$ cat src/inc/mcp_cfg.svh
/*
  constants of the motion controller pin shell: register offsets,
  field widths, mode codes, reset values and timing counts.
  assumes inclusion by bare name from the design files.
*/
`ifndef MCP_CFG_SVH
`define MCP_CFG_SVH

// ----------------------------------------------------------------
// internal location offsets
// ----------------------------------------------------------------
`define MCP_OFS_FLAG 6'h00
`define MCP_OFS_MODE 6'h05
`define MCP_OFS_STATUS 6'h07
`define MCP_OFS_CMD 6'h08
`define MCP_OFS_TARGET 6'h0C
`define MCP_OFS_TIMER 6'h0F
`define MCP_OFS_POS0 6'h12
`define MCP_OFS_POS1 6'h13
`define MCP_OFS_POS2 6'h14
`define MCP_OFS_PH_ADV 6'h1F
`define MCP_OFS_MOVE 6'h29

// ----------------------------------------------------------------
// fields and reset values
// ----------------------------------------------------------------
`define MCP_ADDR_W 6
`define MCP_STAT_CFG_W 4
`define MCP_CMD_ZERO 8'h80
`define MCP_TIMER_RST 8'h40
`define MCP_MODE_IDLE 3'h0
`define MCP_MODE_POS 3'h1
`define MCP_MODE_PVEL 3'h2
`define MCP_MODE_TRAP 3'h3
`define MCP_MODE_IVEL 3'h4

// ----------------------------------------------------------------
// timing counts in clock cycles, and the timer load shift in bits
// ----------------------------------------------------------------
`define MCP_PWM_PERIOD 7'h64
`define MCP_FILT_DEPTH 3
`define MCP_TIMER_SHIFT 4

`endif

$ cat src/inc/mcp_pkg.sv
/*
  types of the motion controller pin shell.
  assumes nothing of its surroundings.
*/
package mcp_pkg;

  // host strobes that travel together
  typedef struct packed {
    logic ale_n;
    logic cs_n;
    logic rd_wr_n;
    logic oe_n;
  } mcp_hstrb_t;

  // controller modes
  typedef enum logic [2:0] {
    ST_RESET,
    ST_IDLE,
    ST_POS,
    ST_PVEL,
    ST_TRAP,
    ST_IVEL
  } mcp_state_t;

endpackage : mcp_pkg

$ cat src/hdl/mcp_filt.sv
/*
  three-edge state delay filter for one encoder line.
  assumes an input synchronous to clk_sys.
*/
`timescale 1ns/1ps
`include "mcp_cfg.svh"

module mcp_filt #(
  parameter int DEPTH = `MCP_FILT_DEPTH
) (
  input wire logic clk_sys,
  input wire logic rst_n,
  input wire logic din,
  output logic dout
);

  logic [DEPTH-1:0] hist_reg;

  // a level counts only once all samples agree
  wire all_hi = &hist_reg;
  wire all_lo = ~|hist_reg;

  // history shift and qualified output
  always_ff @(posedge clk_sys or negedge rst_n) begin
    if (!rst_n) begin
      hist_reg <= '0;
      dout <= 1'b0;
    end else begin
      hist_reg <= {hist_reg[DEPTH-2:0], din};
      if (all_hi) dout <= 1'b1;
      else if (all_lo) dout <= 1'b0;
    end
  end

endmodule : mcp_filt

$ cat src/hdl/mcp_top.sv
/*
  pin shell of the motion controller: multiplexed host port,
  encoder front end, emergency flags, sample timer, motor command,
  pwm and commutator outputs, status pins.
  assumes all inputs synchronous to clk_sys and clk_sys used as
  the controller's external clock.
*/
`timescale 1ns/1ps
`include "mcp_cfg.svh"

module mcp_top #(
  parameter int POS_W = 24
) (
  input wire logic clk_sys,
  input wire logic rst_n,
  input wire mcp_pkg::mcp_hstrb_t host_strb,
  input wire logic [5:0] muxed_addr_data_low_in,
  output logic [5:0] muxed_addr_data_low_out,
  output logic muxed_addr_data_low_oe,
  input wire logic [1:0] data_only_high_in,
  output logic [1:0] data_only_high_out,
  output logic data_only_high_oe,
  input wire logic [1:0] enc_quad_in,
  input wire logic index_in,
  input wire logic limit_n,
  input wire logic stop_n,
  input wire logic sync_n,
  output logic [7:0] motor_cmd_out,
  output logic pwm_pulse,
  output logic pwm_sign,
  output logic [3:0] phase_en_out,
  output logic prof_out,
  output logic init_out
);

  // ----------------------------------------------------------------
  // host port strobe edges
  // ----------------------------------------------------------------

  logic ale_q_reg;
  logic cs_q_reg;
  logic [5:0] addr_reg;
  logic [7:0] out_latch_reg;
  logic drv_reg;

  // whole bus word, high lines are data only
  wire [7:0] bus_data = {data_only_high_in, muxed_addr_data_low_in};
  wire ale_rise = host_strb.ale_n & ~ale_q_reg;
  wire cs_rise = host_strb.cs_n & ~cs_q_reg;

  // address seen by a transfer; a strobe in the same edge wins
  wire [5:0] addr_eff = ale_rise ? muxed_addr_data_low_in : addr_reg;
  wire wr_go = cs_rise & ~host_strb.rd_wr_n;
  wire rd_go = cs_rise & host_strb.rd_wr_n;

  // strobe history and address latch
  always_ff @(posedge clk_sys or negedge rst_n) begin
    if (!rst_n) begin
      ale_q_reg <= 1'b1;
      cs_q_reg <= 1'b1;
      addr_reg <= '0;
    end else begin
      ale_q_reg <= host_strb.ale_n;
      cs_q_reg <= host_strb.cs_n;
      if (ale_rise) addr_reg <= muxed_addr_data_low_in;
    end
  end

  // ----------------------------------------------------------------
  // write decode
  // ----------------------------------------------------------------

  logic [7:0] mem_reg [0:63];
  logic [`MCP_STAT_CFG_W-1:0] cfg_reg;
  logic limit_flag_reg;
  logic stop_flag_reg;
  mcp_pkg::mcp_state_t state_reg;
  mcp_pkg::mcp_state_t state_next;

  wire wr_status = wr_go & (addr_eff == `MCP_OFS_STATUS);
  wire wr_mode = wr_go & (addr_eff == `MCP_OFS_MODE);
  wire wr_cmd = wr_go & (addr_eff == `MCP_OFS_CMD);
  wire is_idle = (state_reg == mcp_pkg::ST_IDLE);

  // generic storage, one byte per location
  always_ff @(posedge clk_sys or negedge rst_n) begin
    if (!rst_n) begin
      for (int i = 0; i < 64; i++) mem_reg[i] <= 8'h00;
      mem_reg[`MCP_OFS_TIMER] <= `MCP_TIMER_RST;
    end else if (wr_go) begin
      mem_reg[addr_eff] <= bus_data;
    end
  end

  // ----------------------------------------------------------------
  // emergency flags and status configuration
  // ----------------------------------------------------------------

  // set by a low pin; cleared by status write only once pin is high
  always_ff @(posedge clk_sys or negedge rst_n) begin
    if (!rst_n) begin
      limit_flag_reg <= 1'b0;
      stop_flag_reg <= 1'b0;
      cfg_reg <= '0;
    end else begin
      if (!limit_n) limit_flag_reg <= 1'b1;
      else if (wr_status) limit_flag_reg <= 1'b0;
      if (!stop_n) stop_flag_reg <= 1'b1;
      else if (wr_status) stop_flag_reg <= 1'b0;
      if (wr_status) cfg_reg <= bus_data[3:0];
    end
  end

  // ----------------------------------------------------------------
  // encoder front end
  // ----------------------------------------------------------------

  logic [2:0] filt_q;
  logic [1:0] ab_q_reg;
  logic idx_q_reg;
  logic [POS_W-1:0] pos_reg;
  logic [7:0] ring_reg;

  wire [2:0] raw_in = {index_in, enc_quad_in};

  // one filter per encoder line
  genvar g;
  generate
    for (g = 0; g < 3; g++) begin : g_filt
      mcp_filt #(
        .DEPTH(`MCP_FILT_DEPTH)
      ) u_filt (
        .clk_sys(clk_sys),
        .rst_n(rst_n),
        .din(raw_in[g]),
        .dout(filt_q[g])
      );
    end
  endgenerate

  // ab as {a, b}; counting up follows 00, 01, 11, 10
  wire [1:0] ab = {filt_q[0], filt_q[1]};
  wire cnt_up = (ab_q_reg == 2'b00 && ab == 2'b01) ||
                (ab_q_reg == 2'b01 && ab == 2'b11) ||
                (ab_q_reg == 2'b11 && ab == 2'b10) ||
                (ab_q_reg == 2'b10 && ab == 2'b00);
  wire cnt_dn = (ab_q_reg == 2'b00 && ab == 2'b10) ||
                (ab_q_reg == 2'b10 && ab == 2'b11) ||
                (ab_q_reg == 2'b11 && ab == 2'b01) ||
                (ab_q_reg == 2'b01 && ab == 2'b00);

  // falling edge is a fixed mark for either pulse polarity
  wire idx_fall = idx_q_reg & ~filt_q[2];

  // position counter and commutator ring counter
  always_ff @(posedge clk_sys or negedge rst_n) begin
    if (!rst_n) begin
      ab_q_reg <= 2'b00;
      idx_q_reg <= 1'b0;
      pos_reg <= '0;
      ring_reg <= 8'h00;
    end else begin
      ab_q_reg <= ab;
      idx_q_reg <= filt_q[2];
      if (cnt_up) pos_reg <= pos_reg + 1'b1;
      else if (cnt_dn) pos_reg <= pos_reg - 1'b1;
      if (idx_fall) ring_reg <= 8'h00;
      else if (cnt_up) ring_reg <= ring_reg + 1'b1;
      else if (cnt_dn) ring_reg <= ring_reg - 1'b1;
    end
  end

  // ----------------------------------------------------------------
  // sample timer
  // ----------------------------------------------------------------

  logic [11:0] tmr_reg;

  wire [11:0] tmr_load = {mem_reg[`MCP_OFS_TIMER], 4'h0};
  wire tmr_hold = is_idle & ~sync_n;
  wire sample_tick = ~tmr_hold & (tmr_reg == 12'h000);

  // countdown, reloaded at zero; sync low in idle pins it at zero
  always_ff @(posedge clk_sys or negedge rst_n) begin
    if (!rst_n) begin
      tmr_reg <= 12'h000;
    end else if (tmr_hold) begin
      tmr_reg <= 12'h000;
    end else if (sample_tick) begin
      tmr_reg <= tmr_load;
    end else begin
      tmr_reg <= tmr_reg - 1'b1;
    end
  end

  // ----------------------------------------------------------------
  // mode sequencing
  // ----------------------------------------------------------------

  // requested mode from a host write to the mode location
  wire [2:0] mode_code = bus_data[2:0];
  wire req_pos = wr_mode & (mode_code == `MCP_MODE_POS);
  wire req_pvel = wr_mode & (mode_code == `MCP_MODE_PVEL);
  wire req_trap = wr_mode & (mode_code == `MCP_MODE_TRAP);
  wire req_ivel = wr_mode & (mode_code == `MCP_MODE_IVEL);
  wire req_idle = wr_mode & (mode_code == `MCP_MODE_IDLE);

  // next mode; the limit flag overrides any request
  always_comb begin
    state_next = state_reg;
    case (state_reg)
      mcp_pkg::ST_RESET: state_next = mcp_pkg::ST_IDLE;
      mcp_pkg::ST_IDLE,
      mcp_pkg::ST_POS,
      mcp_pkg::ST_PVEL,
      mcp_pkg::ST_TRAP,
      mcp_pkg::ST_IVEL: begin
        if (req_pos) state_next = mcp_pkg::ST_POS;
        else if (req_pvel) state_next = mcp_pkg::ST_PVEL;
        else if (req_trap) state_next = mcp_pkg::ST_TRAP;
        else if (req_ivel) state_next = mcp_pkg::ST_IVEL;
        else if (req_idle) state_next = mcp_pkg::ST_IDLE;
      end
      default: state_next = mcp_pkg::ST_IDLE;
    endcase
    if (limit_flag_reg && state_reg != mcp_pkg::ST_RESET) begin
      state_next = mcp_pkg::ST_IDLE;
    end
  end

  // mode register, reset mode after a hard reset
  always_ff @(posedge clk_sys or negedge rst_n) begin
    if (!rst_n) state_reg <= mcp_pkg::ST_RESET;
    else state_reg <= state_next;
  end

  // ----------------------------------------------------------------
  // motor command
  // ----------------------------------------------------------------

  logic [7:0] cmd_reg;
  logic [7:0] cmd_next;
  logic [7:0] move_cnt_reg;

  wire [7:0] target = mem_reg[`MCP_OFS_TARGET];
  wire [7:0] ivel_goal = stop_flag_reg ? `MCP_CMD_ZERO : target;
  wire ivel_up = cmd_reg < ivel_goal;
  wire ivel_dn = cmd_reg > ivel_goal;
  wire run_mode = ~is_idle & (state_reg != mcp_pkg::ST_RESET);
  wire trap_enter = (state_next == mcp_pkg::ST_TRAP) &
                    (state_reg != mcp_pkg::ST_TRAP);

  // command per mode; integral velocity ramps one step per sample
  always_comb begin
    cmd_next = cmd_reg;
    case (state_reg)
      mcp_pkg::ST_RESET: cmd_next = `MCP_CMD_ZERO;
      mcp_pkg::ST_IDLE: begin
        if (wr_cmd) cmd_next = bus_data;
      end
      mcp_pkg::ST_POS,
      mcp_pkg::ST_PVEL,
      mcp_pkg::ST_TRAP: begin
        if (sample_tick) cmd_next = target;
      end
      mcp_pkg::ST_IVEL: begin
        if (sample_tick && ivel_up) cmd_next = cmd_reg + 1'b1;
        else if (sample_tick && ivel_dn) cmd_next = cmd_reg - 1'b1;
      end
      default: cmd_next = `MCP_CMD_ZERO;
    endcase
    if (limit_flag_reg) cmd_next = `MCP_CMD_ZERO;
  end

  // command register and trapezoid move length counter
  always_ff @(posedge clk_sys or negedge rst_n) begin
    if (!rst_n) begin
      cmd_reg <= `MCP_CMD_ZERO;
      move_cnt_reg <= 8'h00;
    end else begin
      cmd_reg <= cmd_next;
      if (trap_enter) move_cnt_reg <= mem_reg[`MCP_OFS_MOVE];
      else if (state_reg != mcp_pkg::ST_TRAP) move_cnt_reg <= 8'h00;
      else if (sample_tick && move_cnt_reg != 8'h00) begin
        move_cnt_reg <= move_cnt_reg - 1'b1;
      end
    end
  end

  // ----------------------------------------------------------------
  // host read path
  // ----------------------------------------------------------------

  wire prof_now = (state_reg == mcp_pkg::ST_TRAP) &
                  (move_cnt_reg != 8'h00);
  wire [7:0] flag_rd = {6'h00, is_idle, prof_now};
  wire [7:0] status_rd = {stop_flag_reg, limit_flag_reg, is_idle,
                          prof_now, cfg_reg};

  // readable view of a location
  wire [7:0] rd_data =
    (addr_eff == `MCP_OFS_FLAG) ? flag_rd :
    (addr_eff == `MCP_OFS_STATUS) ? status_rd :
    (addr_eff == `MCP_OFS_CMD) ? cmd_reg :
    (addr_eff == `MCP_OFS_POS0) ? pos_reg[7:0] :
    (addr_eff == `MCP_OFS_POS1) ? pos_reg[15:8] :
    (addr_eff == `MCP_OFS_POS2) ? pos_reg[23:16] :
    mem_reg[addr_eff];

  // output latch loads on read strobe; pins driven only while enabled
  always_ff @(posedge clk_sys or negedge rst_n) begin
    if (!rst_n) begin
      out_latch_reg <= 8'h00;
      drv_reg <= 1'b0;
    end else begin
      if (rd_go) out_latch_reg <= rd_data;
      drv_reg <= ~host_strb.oe_n;
    end
  end

  assign muxed_addr_data_low_out = out_latch_reg[5:0];
  assign data_only_high_out = out_latch_reg[7:6];
  assign muxed_addr_data_low_oe = drv_reg;
  assign data_only_high_oe = drv_reg;

  // ----------------------------------------------------------------
  // pwm and commutator
  // ----------------------------------------------------------------

  logic [6:0] pwm_cnt_reg;

  // magnitude from offset binary, clamped to one full period
  wire neg_cmd = cmd_reg < `MCP_CMD_ZERO;
  wire [7:0] mag_raw = neg_cmd ? (`MCP_CMD_ZERO - cmd_reg) :
                                 (cmd_reg - `MCP_CMD_ZERO);
  wire [6:0] mag = (mag_raw > 8'({1'b0, `MCP_PWM_PERIOD})) ?
                   `MCP_PWM_PERIOD : mag_raw[6:0];
  wire pwm_wrap = (pwm_cnt_reg == `MCP_PWM_PERIOD - 7'h01);

  // quadrant of the ring counter, shifted by the phase advance
  wire [1:0] quad = ring_reg[7:6] + mem_reg[`MCP_OFS_PH_ADV][1:0];
  wire [3:0] phase_sel = 4'h1 << quad;

  // pwm period counter
  always_ff @(posedge clk_sys or negedge rst_n) begin
    if (!rst_n) pwm_cnt_reg <= 7'h00;
    else if (pwm_wrap) pwm_cnt_reg <= 7'h00;
    else pwm_cnt_reg <= pwm_cnt_reg + 1'b1;
  end

  // ----------------------------------------------------------------
  // output pins
  // ----------------------------------------------------------------

  // every pin is a flop
  always_ff @(posedge clk_sys or negedge rst_n) begin
    if (!rst_n) begin
      motor_cmd_out <= `MCP_CMD_ZERO;
      pwm_pulse <= 1'b0;
      pwm_sign <= 1'b0;
      phase_en_out <= 4'h0;
      prof_out <= 1'b0;
      init_out <= 1'b0;
    end else begin
      motor_cmd_out <= cmd_reg;
      pwm_pulse <= pwm_cnt_reg < mag;
      pwm_sign <= neg_cmd;
      phase_en_out <= run_mode ? phase_sel : 4'h0;
      prof_out <= prof_now;
      init_out <= is_idle;
    end
  end

endmodule : mcp_top

$ cat config.mk
export PLATFORM = sky130hd
export DESIGN_NAME = mcp_top
export DESIGN_NICKNAME = d
export VERILOG_FILES = /design/src/inc/mcp_pkg.sv /design/src/hdl/mcp_filt.sv /design/src/hdl/mcp_top.sv
export VERILOG_INCLUDE_DIRS = /design/src /design/src/inc
export SDC_FILE = /design/constraint.sdc
export NUM_CORES = 1
export LEC_CHECK = 0
export BUFFER_PORTS_ARGS = -buffer_cell sky130_fd_sc_hd__buf_4
export CORE_MARGIN = 5
export CORE_UTILIZATION = 68
export CTS_CLUSTER_SIZE = 10
export DETAILED_ROUTE_END_ITERATION = 12
export PLACE_DENSITY_LB_ADDON = 0.3
export SLEW_MARGIN = 25
export SYNTH_ARGS = -nofsm -noshare
export SYNTH_HDL_FRONTEND = slang
export SYNTH_HIERARCHICAL = 1
export SYNTH_SLANG_ARGS = --single-unit
$ cat constraint.sdc
create_clock -name clk_sys -period 6.3 [get_ports clk_sys]
set_input_delay 0.315 -clock clk_sys [delete_from_list [all_inputs] [get_ports clk_sys]]
set_output_delay 0.315 -clock clk_sys [all_outputs]
set_load 0.02 [all_outputs]
Word level (Yosys, flattened, before mapping)
Cells that the tools add are included.

Flip-flop bits (word level): 636. Word-level logic and storage cells: 260. Input port bits: 20. Output and inout port bits: 26.

Bitwise logic cells: 27. Equality and inequality tests: 32. Shifts and indexed selects: 1. Muxes and demuxes: 50. Order comparisons: 7. Add/sub/neg operators: 12. Reduce and logical (&&, ||, !) cells: 38.

Operators by type and width (count): bitwise mux 512 bit (1); two-way mux 8 bit (22); binary-select mux 8 bit (select 6 bit) (1); demux 8 bit (select 6 bit) (1); two-way mux 24 bit (2); adder 24 x 1 -> 24 bit (second input constant) (1); two-way mux 12 bit (2); case mux 8 bit (3 select lines) (1); subtractor 24 x 1 -> 24 bit (second input constant) (1); subtractor 8 x 1 -> 8 bit (second input constant) (3); two-way mux 3 bit (7); bitwise AND 1 bit (18); equality test 6 x 5 -> 1 bit (second input constant) (3); adder 8 x 1 -> 8 bit (second input constant) (2); two-way mux 7 bit (2); logical AND 1 bit (13); equality test 3 x 2 -> 1 bit (second input constant) (4); equality test 3 bit (second input constant) (4); equality test 6 x 3 -> 1 bit (second input constant) (2); logical NOT 12 bit (1); AND reduction 3 bit (4); OR reduction 3 bit (4); subtractor 12 x 1 -> 12 bit (second input constant) (1); inequality test 2 x 1 -> 1 bit (second input constant) (5); 32 further kinds (62).

Depth between registers and ports, before layout
Gate-level depths: netlist of run 1.

Word-level depth: 16. Gate-level depth with buffers: 19. Gate-level depth less buffers: 18.

Hierarchy
Netlist of run 1, hierarchy kept.

By module, submodules not included: mcp_top (area an instance 31252.5 um^2, cells each 2828, instances 1, seq. area each 15621.2 um^2); mcp_filt (area an instance 118.9 um^2, cells each 8, instances 3, seq. area each 100.1 um^2).

Worst setup path after synthesis of run 1
OpenSTA, ideal clock, no wires.

Kind: reg-to-reg. From: reg tmr_reg[3]. To: reg cmd_reg[6]. Buffers on the path: 0. Cell stages (with the launch flop): 15. Clock period less this slack: 3.575 ns. Data required time: 6.178 ns. Setup time: 0.122 ns. Setup slack: 2.725 ns. Data arrival time: 3.453 ns. Path through: dfrtp_1 -> or4_4 -> nor4_4 -> nand2b_1 -> nor3b_2 -> o211ai_2 -> ha_1 -> a21oi_1 -> o21bai_1 -> a21o_1 -> a21oi_1 -> xor2_1 -> mux2i_1 -> a221o_1 -> a32o_1.

Cells in the longest elaborated chain, start to end: 6. Elaborated cells on any way between the ends: 10. Classes of those cells: eq/ne: 2; mux: 3; bitwise: 1; reduce/logical: 4.

Ends and longest elaborated chain: start, declared (line mcp_top.sv:177) `logic [11:0] tmr_reg;`; start signal, assigned (line mcp_top.sv:190) `tmr_reg <= tmr_load;`; start signal, assigned (line mcp_top.sv:192) `tmr_reg <= tmr_reg - 1'b1;`; logical NOT 12 bit (*) (line mcp_top.sv:181) `wire sample_tick = ~tmr_hold & (tmr_reg == 12'h000);`; bitwise AND 1 bit (*) (line mcp_top.sv:181); logical AND 1 bit (line mcp_top.sv:267) `if (sample_tick && ivel_up) cmd_next = cmd_reg + 1'b1;`; two-way mux 8 bit (line mcp_top.sv:267); case mux 8 bit (3 select lines) (line mcp_top.sv:256) `case (state_reg)`; two-way mux 8 bit (line mcp_top.sv:272) `` if (limit_flag_reg) cmd_next = `MCP_CMD_ZERO; ``; end signal, assigned (line mcp_top.sv:278) `` cmd_reg <= `MCP_CMD_ZERO; ``; end signal, assigned (line mcp_top.sv:281) `cmd_reg <= cmd_next;`; end, declared (line mcp_top.sv:241) `logic [7:0] cmd_reg;`.

Mark *: on every way between the ends. The rest lies on a longest branch, timed or not. A chain may end at the register's enable or synchronous reset.

Worst setup path after layout of run 1
From: reg ale_q_reg. To: reg out_latch_reg[5].

Cells in the longest elaborated chain, start to end: 13. Elaborated cells on any way between the ends: 19. Classes of those cells: eq/ne: 5; mux: 10; bitwise: 3; reduce/logical: 1.

Ends and longest elaborated chain: start, declared (line mcp_top.sv:40) `logic ale_q_reg;`; start signal, assigned (line mcp_top.sv:63) `ale_q_reg <= host_strb.ale_n;`; inverter 1 bit (*) (line mcp_top.sv:48) `wire ale_rise = host_strb.ale_n & ~ale_q_reg;`; bitwise AND 1 bit (*) (line mcp_top.sv:48); two-way mux 6 bit (*); inverter 6 -> 7 bit (implied by the code) (line mcp_top.sv:308) `mem_reg[addr_eff];`; binary-select mux 8 bit (select 6 bit) (line mcp_top.sv:308); two-way mux 8 bit (implied by the code) (2 in a row) (line mcp_top.sv:308); two-way mux 8 bit (line mcp_top.sv:307) `` (addr_eff == `MCP_OFS_POS2) ? pos_reg[23:16] : ``; two-way mux 8 bit (line mcp_top.sv:306) `` (addr_eff == `MCP_OFS_POS1) ? pos_reg[15:8] : ``; two-way mux 8 bit (line mcp_top.sv:305) `` (addr_eff == `MCP_OFS_POS0) ? pos_reg[7:0] : ``; two-way mux 8 bit (line mcp_top.sv:304) `` (addr_eff == `MCP_OFS_CMD) ? cmd_reg : ``; two-way mux 8 bit (line mcp_top.sv:303) `` (addr_eff == `MCP_OFS_STATUS) ? status_rd : ``; two-way mux 8 bit (*) (line mcp_top.sv:302) `` (addr_eff == `MCP_OFS_FLAG) ? flag_rd : ``; end signal, assigned (line mcp_top.sv:316) `if (rd_go) out_latch_reg <= rd_data;`; end, declared (line mcp_top.sv:43) `logic [7:0] out_latch_reg;`.

Mark *: on every way between the ends. The rest lies on a longest branch, timed or not. The select of a mux whose other input is x is not followed.

==> results.ini, run 1 <==
[global_routing]
antenna_found_initial=2
grt_pass1_wl_um=139000
grtUsageTotal_pct=35.0
grt_pass1_vias=24300
grt_max_degree=180
grt_overflow_total=0

[drt]
ant_nets=0
drt-initial-drc-count=2689
drc=0
wl_um=88700
wl_per_cell_um=25.6
avgViaCountPerCell=6.88
routed-via-count=23800
drtPass1Iterations=6

[synthesis]
synth_top_flop_cell=dfrtp_1
netlist_area_sq_um=31600
syn-num-nets=2931
syn_inst=2852
ys_seq_elements=636
synth-edff-count=0
syn_avg_cell_area_sq_um=11.1
synth_seq_area_share_pct=50.4
ys_async_sr_fraction_pct=100
yosysWarnings=6
synth_cell_types=93

[pwr]
comb_power_share_pct=25.4
ir_drop_mv=0.290
power_leakage_nw=15.9
internal_power_w=0.00797
seqPwrFrac_pct=42.2
pwr-share-clk_pct=32.3
p_per_area_nw_per_um2=342
power.switching_w=0.00374
switching_share_pct=31.9

[clock_tree]
cts.sinks=636
clock_path_buffers=3
cts_max_level=3
cts.clk_slew.worst_paths_ns=0.06
clk_latency_ns=0.61
cts_root_buf=clkbuf_16
cts-buffers-inserted=74
cts_tree=yes

[place]
port_buffers=45
hpwl_um=55800
gp_congestion=0.973
place_ws_ns=1.92
placed_area_sq_um=32100

[worst_setup_path]
crit_fanout=24
cp_data_required_time_ns=6.83
crit_type=reg -> reg
start_kind=register
crit_arrival_ns=5.00
endpoint_kind=register

[layout]
utilization_pct=74.1
layout_common_cells=dfrtp_1, mux2_2, nand2_1, o21ai_0, nand3_1
nNetsFinal=2913
area_delta_synth_final_pct=8.42
final_common_cell=dfrtp_1
layout-drive-gt1-share_pct=25.0
largest_reg_flops=504
design_area_sq_um=34300

[flow_run]
cap_violations=0

[timing]
post-route-period-util_pct=70.9
tightest_slew_ns=1.14
finClkSkew_ns=0.0217
finalWorstPathRequiredPeriod_ns=4.47
hold_viol=0
setup_slack_ns=1.83
grt_setup_unrepaired=no
timing.hold.ws_ns=0.166
timing.fmax_ghz=0.224
drv_slew=0
fin_tns_setup_ns=0
setup_viol=0
slew_headroom_pct=23.0

[hold_path]
min_path_type=in -> reg

[floorplanning]
die_x_um=226
fp.dieH_um=226
core_area_sq_um=46300
floorplan.initialDensity_pct=68.3
dieArea_sq_um=50900
core.rowCount=79
pin_count=46

[status]
status=completed

[kinds of logic after synthesis]
kind of cell,synth area share [%]
adders and majority gates,2.41
xor gates and xnor gates,1.44
AOI/OAI and AO/OA,10.3
DFF,50.4
muxes,20.2
buffers and inverters,3.25
and+or+nand+nor,12.0
[layout make-up]
class	count	area [sq um]
inverters	46	178
flip-flops and latches	636	15900
fillers	3040	12000
multi-input cells	1996	14700
well taps	607	759
diodes	1	2.50
clock buffers	93	2010
clock inverters	3	22.5
repair buffers	80	701
[repair_timing]
item,in CTS,in global routing
hold endpoints to repair,107,0
gates resized for setup,0,0
hold buffers,9,0
buffers inserted,0,0
[through the flow]
stage | std cells | power [W]
floorplan | 2852 | 0.00704
global placement | 3355 | 0.00774
detailed placement | 3355 | 0.00789
CTS | 3460 | 0.0117
global route | 3461 | 0.0122
finish | 3462 | 0.0117
[per-layer routing]
layer  GRT usage, %  wire length [um]
met4           17.8              4860
met5              0                10
met2           53.7             41000
met1           47.4             34000
met3           8.23              8810
[power by group through the flow]
stage / Sequential, W / Combinational [W] / Clock (W)
after floorplan: 0.00488 / 0.00216 / 0
after global placement: 0.00497 / 0.00277 / 0
after detailed placement: 0.00500 / 0.00289 / 0
after CTS: 0.00493 / 0.00292 / 0.00381
after global routing: 0.00499 / 0.00325 / 0.00397
final: 0.00494 / 0.00298 / 0.00379
[worst max-delay path, cell delays in order, from the launching register on]
cell and delay, ns:
dfstp_2 0.57, nand2b_4 0.40, mux2i_4 0.11, buf_4 0.26
inv_2 0.46, buf_4 0.42, o221ai_1 0.24, a21oi_1 0.19
nor4_1 0.14, a31oi_1 0.23, nand4_1 0.26, o41ai_1 0.84
a221o_1 0.26
[Yosys cell counts (13+ instances only)]
library cell / count / area (sq um)
a211oi_1: 16 / 120
a21oi_1: 98 / 490
a221oi_1: 23 / 201
a22oi_1: 13 / 97.6
a311oi_1: 15 / 131
a31oi_1: 34 / 213
and3_1: 15 / 93.8
buf_2: 55 / 275
clkbuf_1: 94 / 353
dfrtp_1: 631 / 15800
ha_1: 56 / 701
inv_1: 42 / 158
mux2_2: 474 / 5340
mux2i_1: 65 / 651
nand2_1: 445 / 1670
nand2b_1: 15 / 93.8
nand3_1: 108 / 541
nand4_1: 17 / 106
nor2_1: 109 / 409
nor2_2: 16 / 100
nor3_1: 33 / 165
nor4_1: 13 / 81.3
o21ai_0: 133 / 666
o21ai_1: 15 / 75.1
o221ai_1: 40 / 350
xnor2_1: 32 / 280
xor2_1: 20 / 175
[path summary, 6_finish.rpt]
check	start	end	slack, ns	cells past startpoint
hold / removal	sync_n	tmr_reg[11]	0.17	3
setup / recovery	ale_q_reg	out_latch_reg[5]	1.83	12
max in group asynchronous	rst_n	mem_reg[211]	4.45	4
min in group asynchronous	rst_n	mem_reg[137]	0.35	2
setup reg to reg	ale_q_reg	out_latch_reg[5]	1.83	12
hold reg to reg	g_filt[0].u_filt/hist_reg[1]	g_filt[0].u_filt/hist_reg[2]	0.37	0
Power figures use the tool's default switching activity.
==> inputs of run 2 (changes only) <==
CORE_UTILIZATION = 64   (was 68)
clock period = 4.6 ns   (was 6.3 ns; I/O delays follow)
==> run 2 against run 1 <==
Combinational power up 40%. Setup slack worse by 1.3 ns. Sequential power up 37%. Global-route usage down 1.8 points. Clock skew up 0.0026 ns. Flip-flop and latch count unchanged. Final cell count up 3.2%. Critical path depth down 2. Design area up 1.6%.
==> results.ini, run 2 (synthesized netlist as in run 1, its figures left out) <==
[timing]
setup_viol=0  ; unchanged
tightest_slew_ns=1.06  ; -0.0868 ns
post-route-period-util_pct=89.0  ; +18 points
finalWorstPathRequiredPeriod_ns=4.09  ; -0.377 ns
slew_headroom_pct=28.6  ; +5.6 points
hold_viol=0  ; unchanged
drv_slew=0  ; unchanged
setup_slack_ns=0.507  ; -1.32 ns
finClkSkew_ns=0.0243  ; +0.00261 ns
fin_tns_setup_ns=0  ; unchanged
timing.fmax_ghz=0.244  ; +9.2%
grt_setup_unrepaired=no

[layout]
final_common_cell=dfrtp_1
layout_common_cells=dfrtp_1, mux2_2, nand2_1, o21ai_0
largest_reg_flops=504  ; unchanged
fin_cells=3573  ; +3.2%
nNetsFinal=2954  ; +1.4%
area_delta_synth_final_pct=10.2
layout-drive-gt1-share_pct=26.0  ; +1.0 points

[flow_run]
cap_violations=0  ; unchanged

[floorplanning]
die_x_um=232  ; +2.9%
fp.dieH_um=232  ; +2.9%
core.rowCount=81  ; +2.5%
dieArea_sq_um=53900  ; +6.0%
floorplan.initialDensity_pct=64.7  ; -3.6 points
pin_count=46  ; unchanged
core_area_sq_um=48800  ; +5.6%

[clock_tree]
clk_latency_ns=0.61  ; about the same
cts_root_buf=clkbuf_16
cts_max_level=3  ; unchanged
cts.sinks=636  ; unchanged
cts_setup_buffers=0  ; unchanged
clock_path_buffers=3  ; unchanged
cts.clk_slew.worst_paths_ns=0.06  ; about the same
cts-resized-gates=0  ; unchanged
cts_tree=yes
cts-buffers-inserted=75  ; +1.4%
cts_hold_buffers=11  ; +2

[pwr]
p_total_w=0.0163  ; +39%
power.switching_w=0.00522  ; +40%
seqPwrFrac_pct=41.4  ; -0.8 points
switching_share_pct=32.0  ; +0.066 points
internal_power_w=0.0111  ; +39%
power_leakage_nw=16.2  ; +1.7%
p_per_area_nw_per_um2=469  ; +37%
pwr-share-clk_pct=32.9  ; +0.6 points
ir_drop_mv=0.313  ; +7.9%
comb_power_share_pct=25.6  ; +0.2 points

[place]
post-place-cells=3451  ; +2.9%
place_ws_ns=0.594  ; -1.33 ns
hpwl_um=56500  ; +1.3%
gp_congestion=0.935  ; -3.8%
port_buffers=45  ; unchanged

[worst_setup_path]
crit_type=reg -> reg
crit_fanout=42  ; +75%
endpoint_kind=register
start_kind=register
cp_data_required_time_ns=5.14  ; -1.69 ns
crit_arrival_ns=4.63  ; -0.37 ns

[global_routing]
grt_pass1_vias=24500  ; +0.80%
grt_pass1_wl_um=140000  ; +0.52%
antenna_found_initial=1  ; -1
grt_max_degree=147  ; -18%
grt_overflow_total=0  ; unchanged
grtUsageTotal_pct=33.2  ; -1.8 points

[drt]
drtPass1Iterations=7  ; +1
wl_um=88600  ; about the same
drt-initial-drc-count=2599  ; -3.3%
routed-via-count=24000  ; +0.52%
drc=0  ; unchanged
wl_per_cell_um=24.8  ; -3.2%
ant_nets=0  ; unchanged
avgViaCountPerCell=6.70  ; -2.6%

[status]
status=completed

[hold_path]
min_path_type=in -> reg

-- run 2: worst paths after layout --
path | start | to | slack [ns] | depth (start not counted)
setup / recovery | ale_q_reg | out_latch_reg[5] | 0.51 | 10
hold / removal | sync_n | tmr_reg[11] | 0.08 | 4
setup reg to reg | ale_q_reg | out_latch_reg[5] | 0.51 | 10
hold reg to reg | g_filt[2].u_filt/hist_reg[1] | g_filt[2].u_filt/hist_reg[2] | 0.37 | 0
max in group asynchronous | rst_n | mem_reg[322] | 3.04 | 3
min in group asynchronous | rst_n | mem_reg[17] | 0.25 | 2
-- run 2: critical path, stage by stage, from the launching register on --
cell and delay, ns:
dfstp_2 0.56, nand2b_4 0.40, mux2i_4 0.14, inv_2 0.77, o221ai_1 0.34, a21oi_1 0.25, nor4_2 0.13, a31oi_1 0.22
nand4_1 0.23, o41ai_1 0.73, a221o_1 0.25
-- run 2: power groups by stage --
stage	sequential, W	clock, W	combinational [W]
6_report	0.00676	0.00537	0.00418
5_1_grt	0.00682	0.00568	0.00457
4_1_cts	0.00675	0.00542	0.00412
3_5_place_dp	0.00684	0	0.00407
3_3_place_gp	0.00679	0	0.00384
2_1_floorplan	0.00668	0	0.00296
-- run 2: cell type report --
class | instances | area [sq um]
Timing Repair Buffer | 120 | 1080
Multi-Input combinational cell | 1996 | 14700
Inverter | 46 | 178
Clock inverter | 8 | 95.1
Clock buffer | 102 | 2050
Sequential cell | 636 | 15900
Tap cell | 664 | 831
Fill cell | 3397 | 14000
Antenna cell | 1 | 2.50
-- run 2: per-stage QoR --
step | utilization, % | area [sq um] | hold WS [ns]
global route | 71.3 | 34800 | 0.0766
floorplan | - | 31600 | -0.0656
detailed placement | 66.7 | 32600 | 0.341
finish | 71.3 | 34800 | 0.0798
CTS | 71.3 | 34800 | 0.0461
global placement | 66.6 | 32500 | 0.337
-- run 2: metal layers --
layer  wire (um)  GRT usage [%]  up-vias
li1            -              -    10300
met1       34900           44.3    12100
met2       40800           51.9     1259
met3        8250           7.34      307
met4        4650           16.3        0
met5           0              0        -
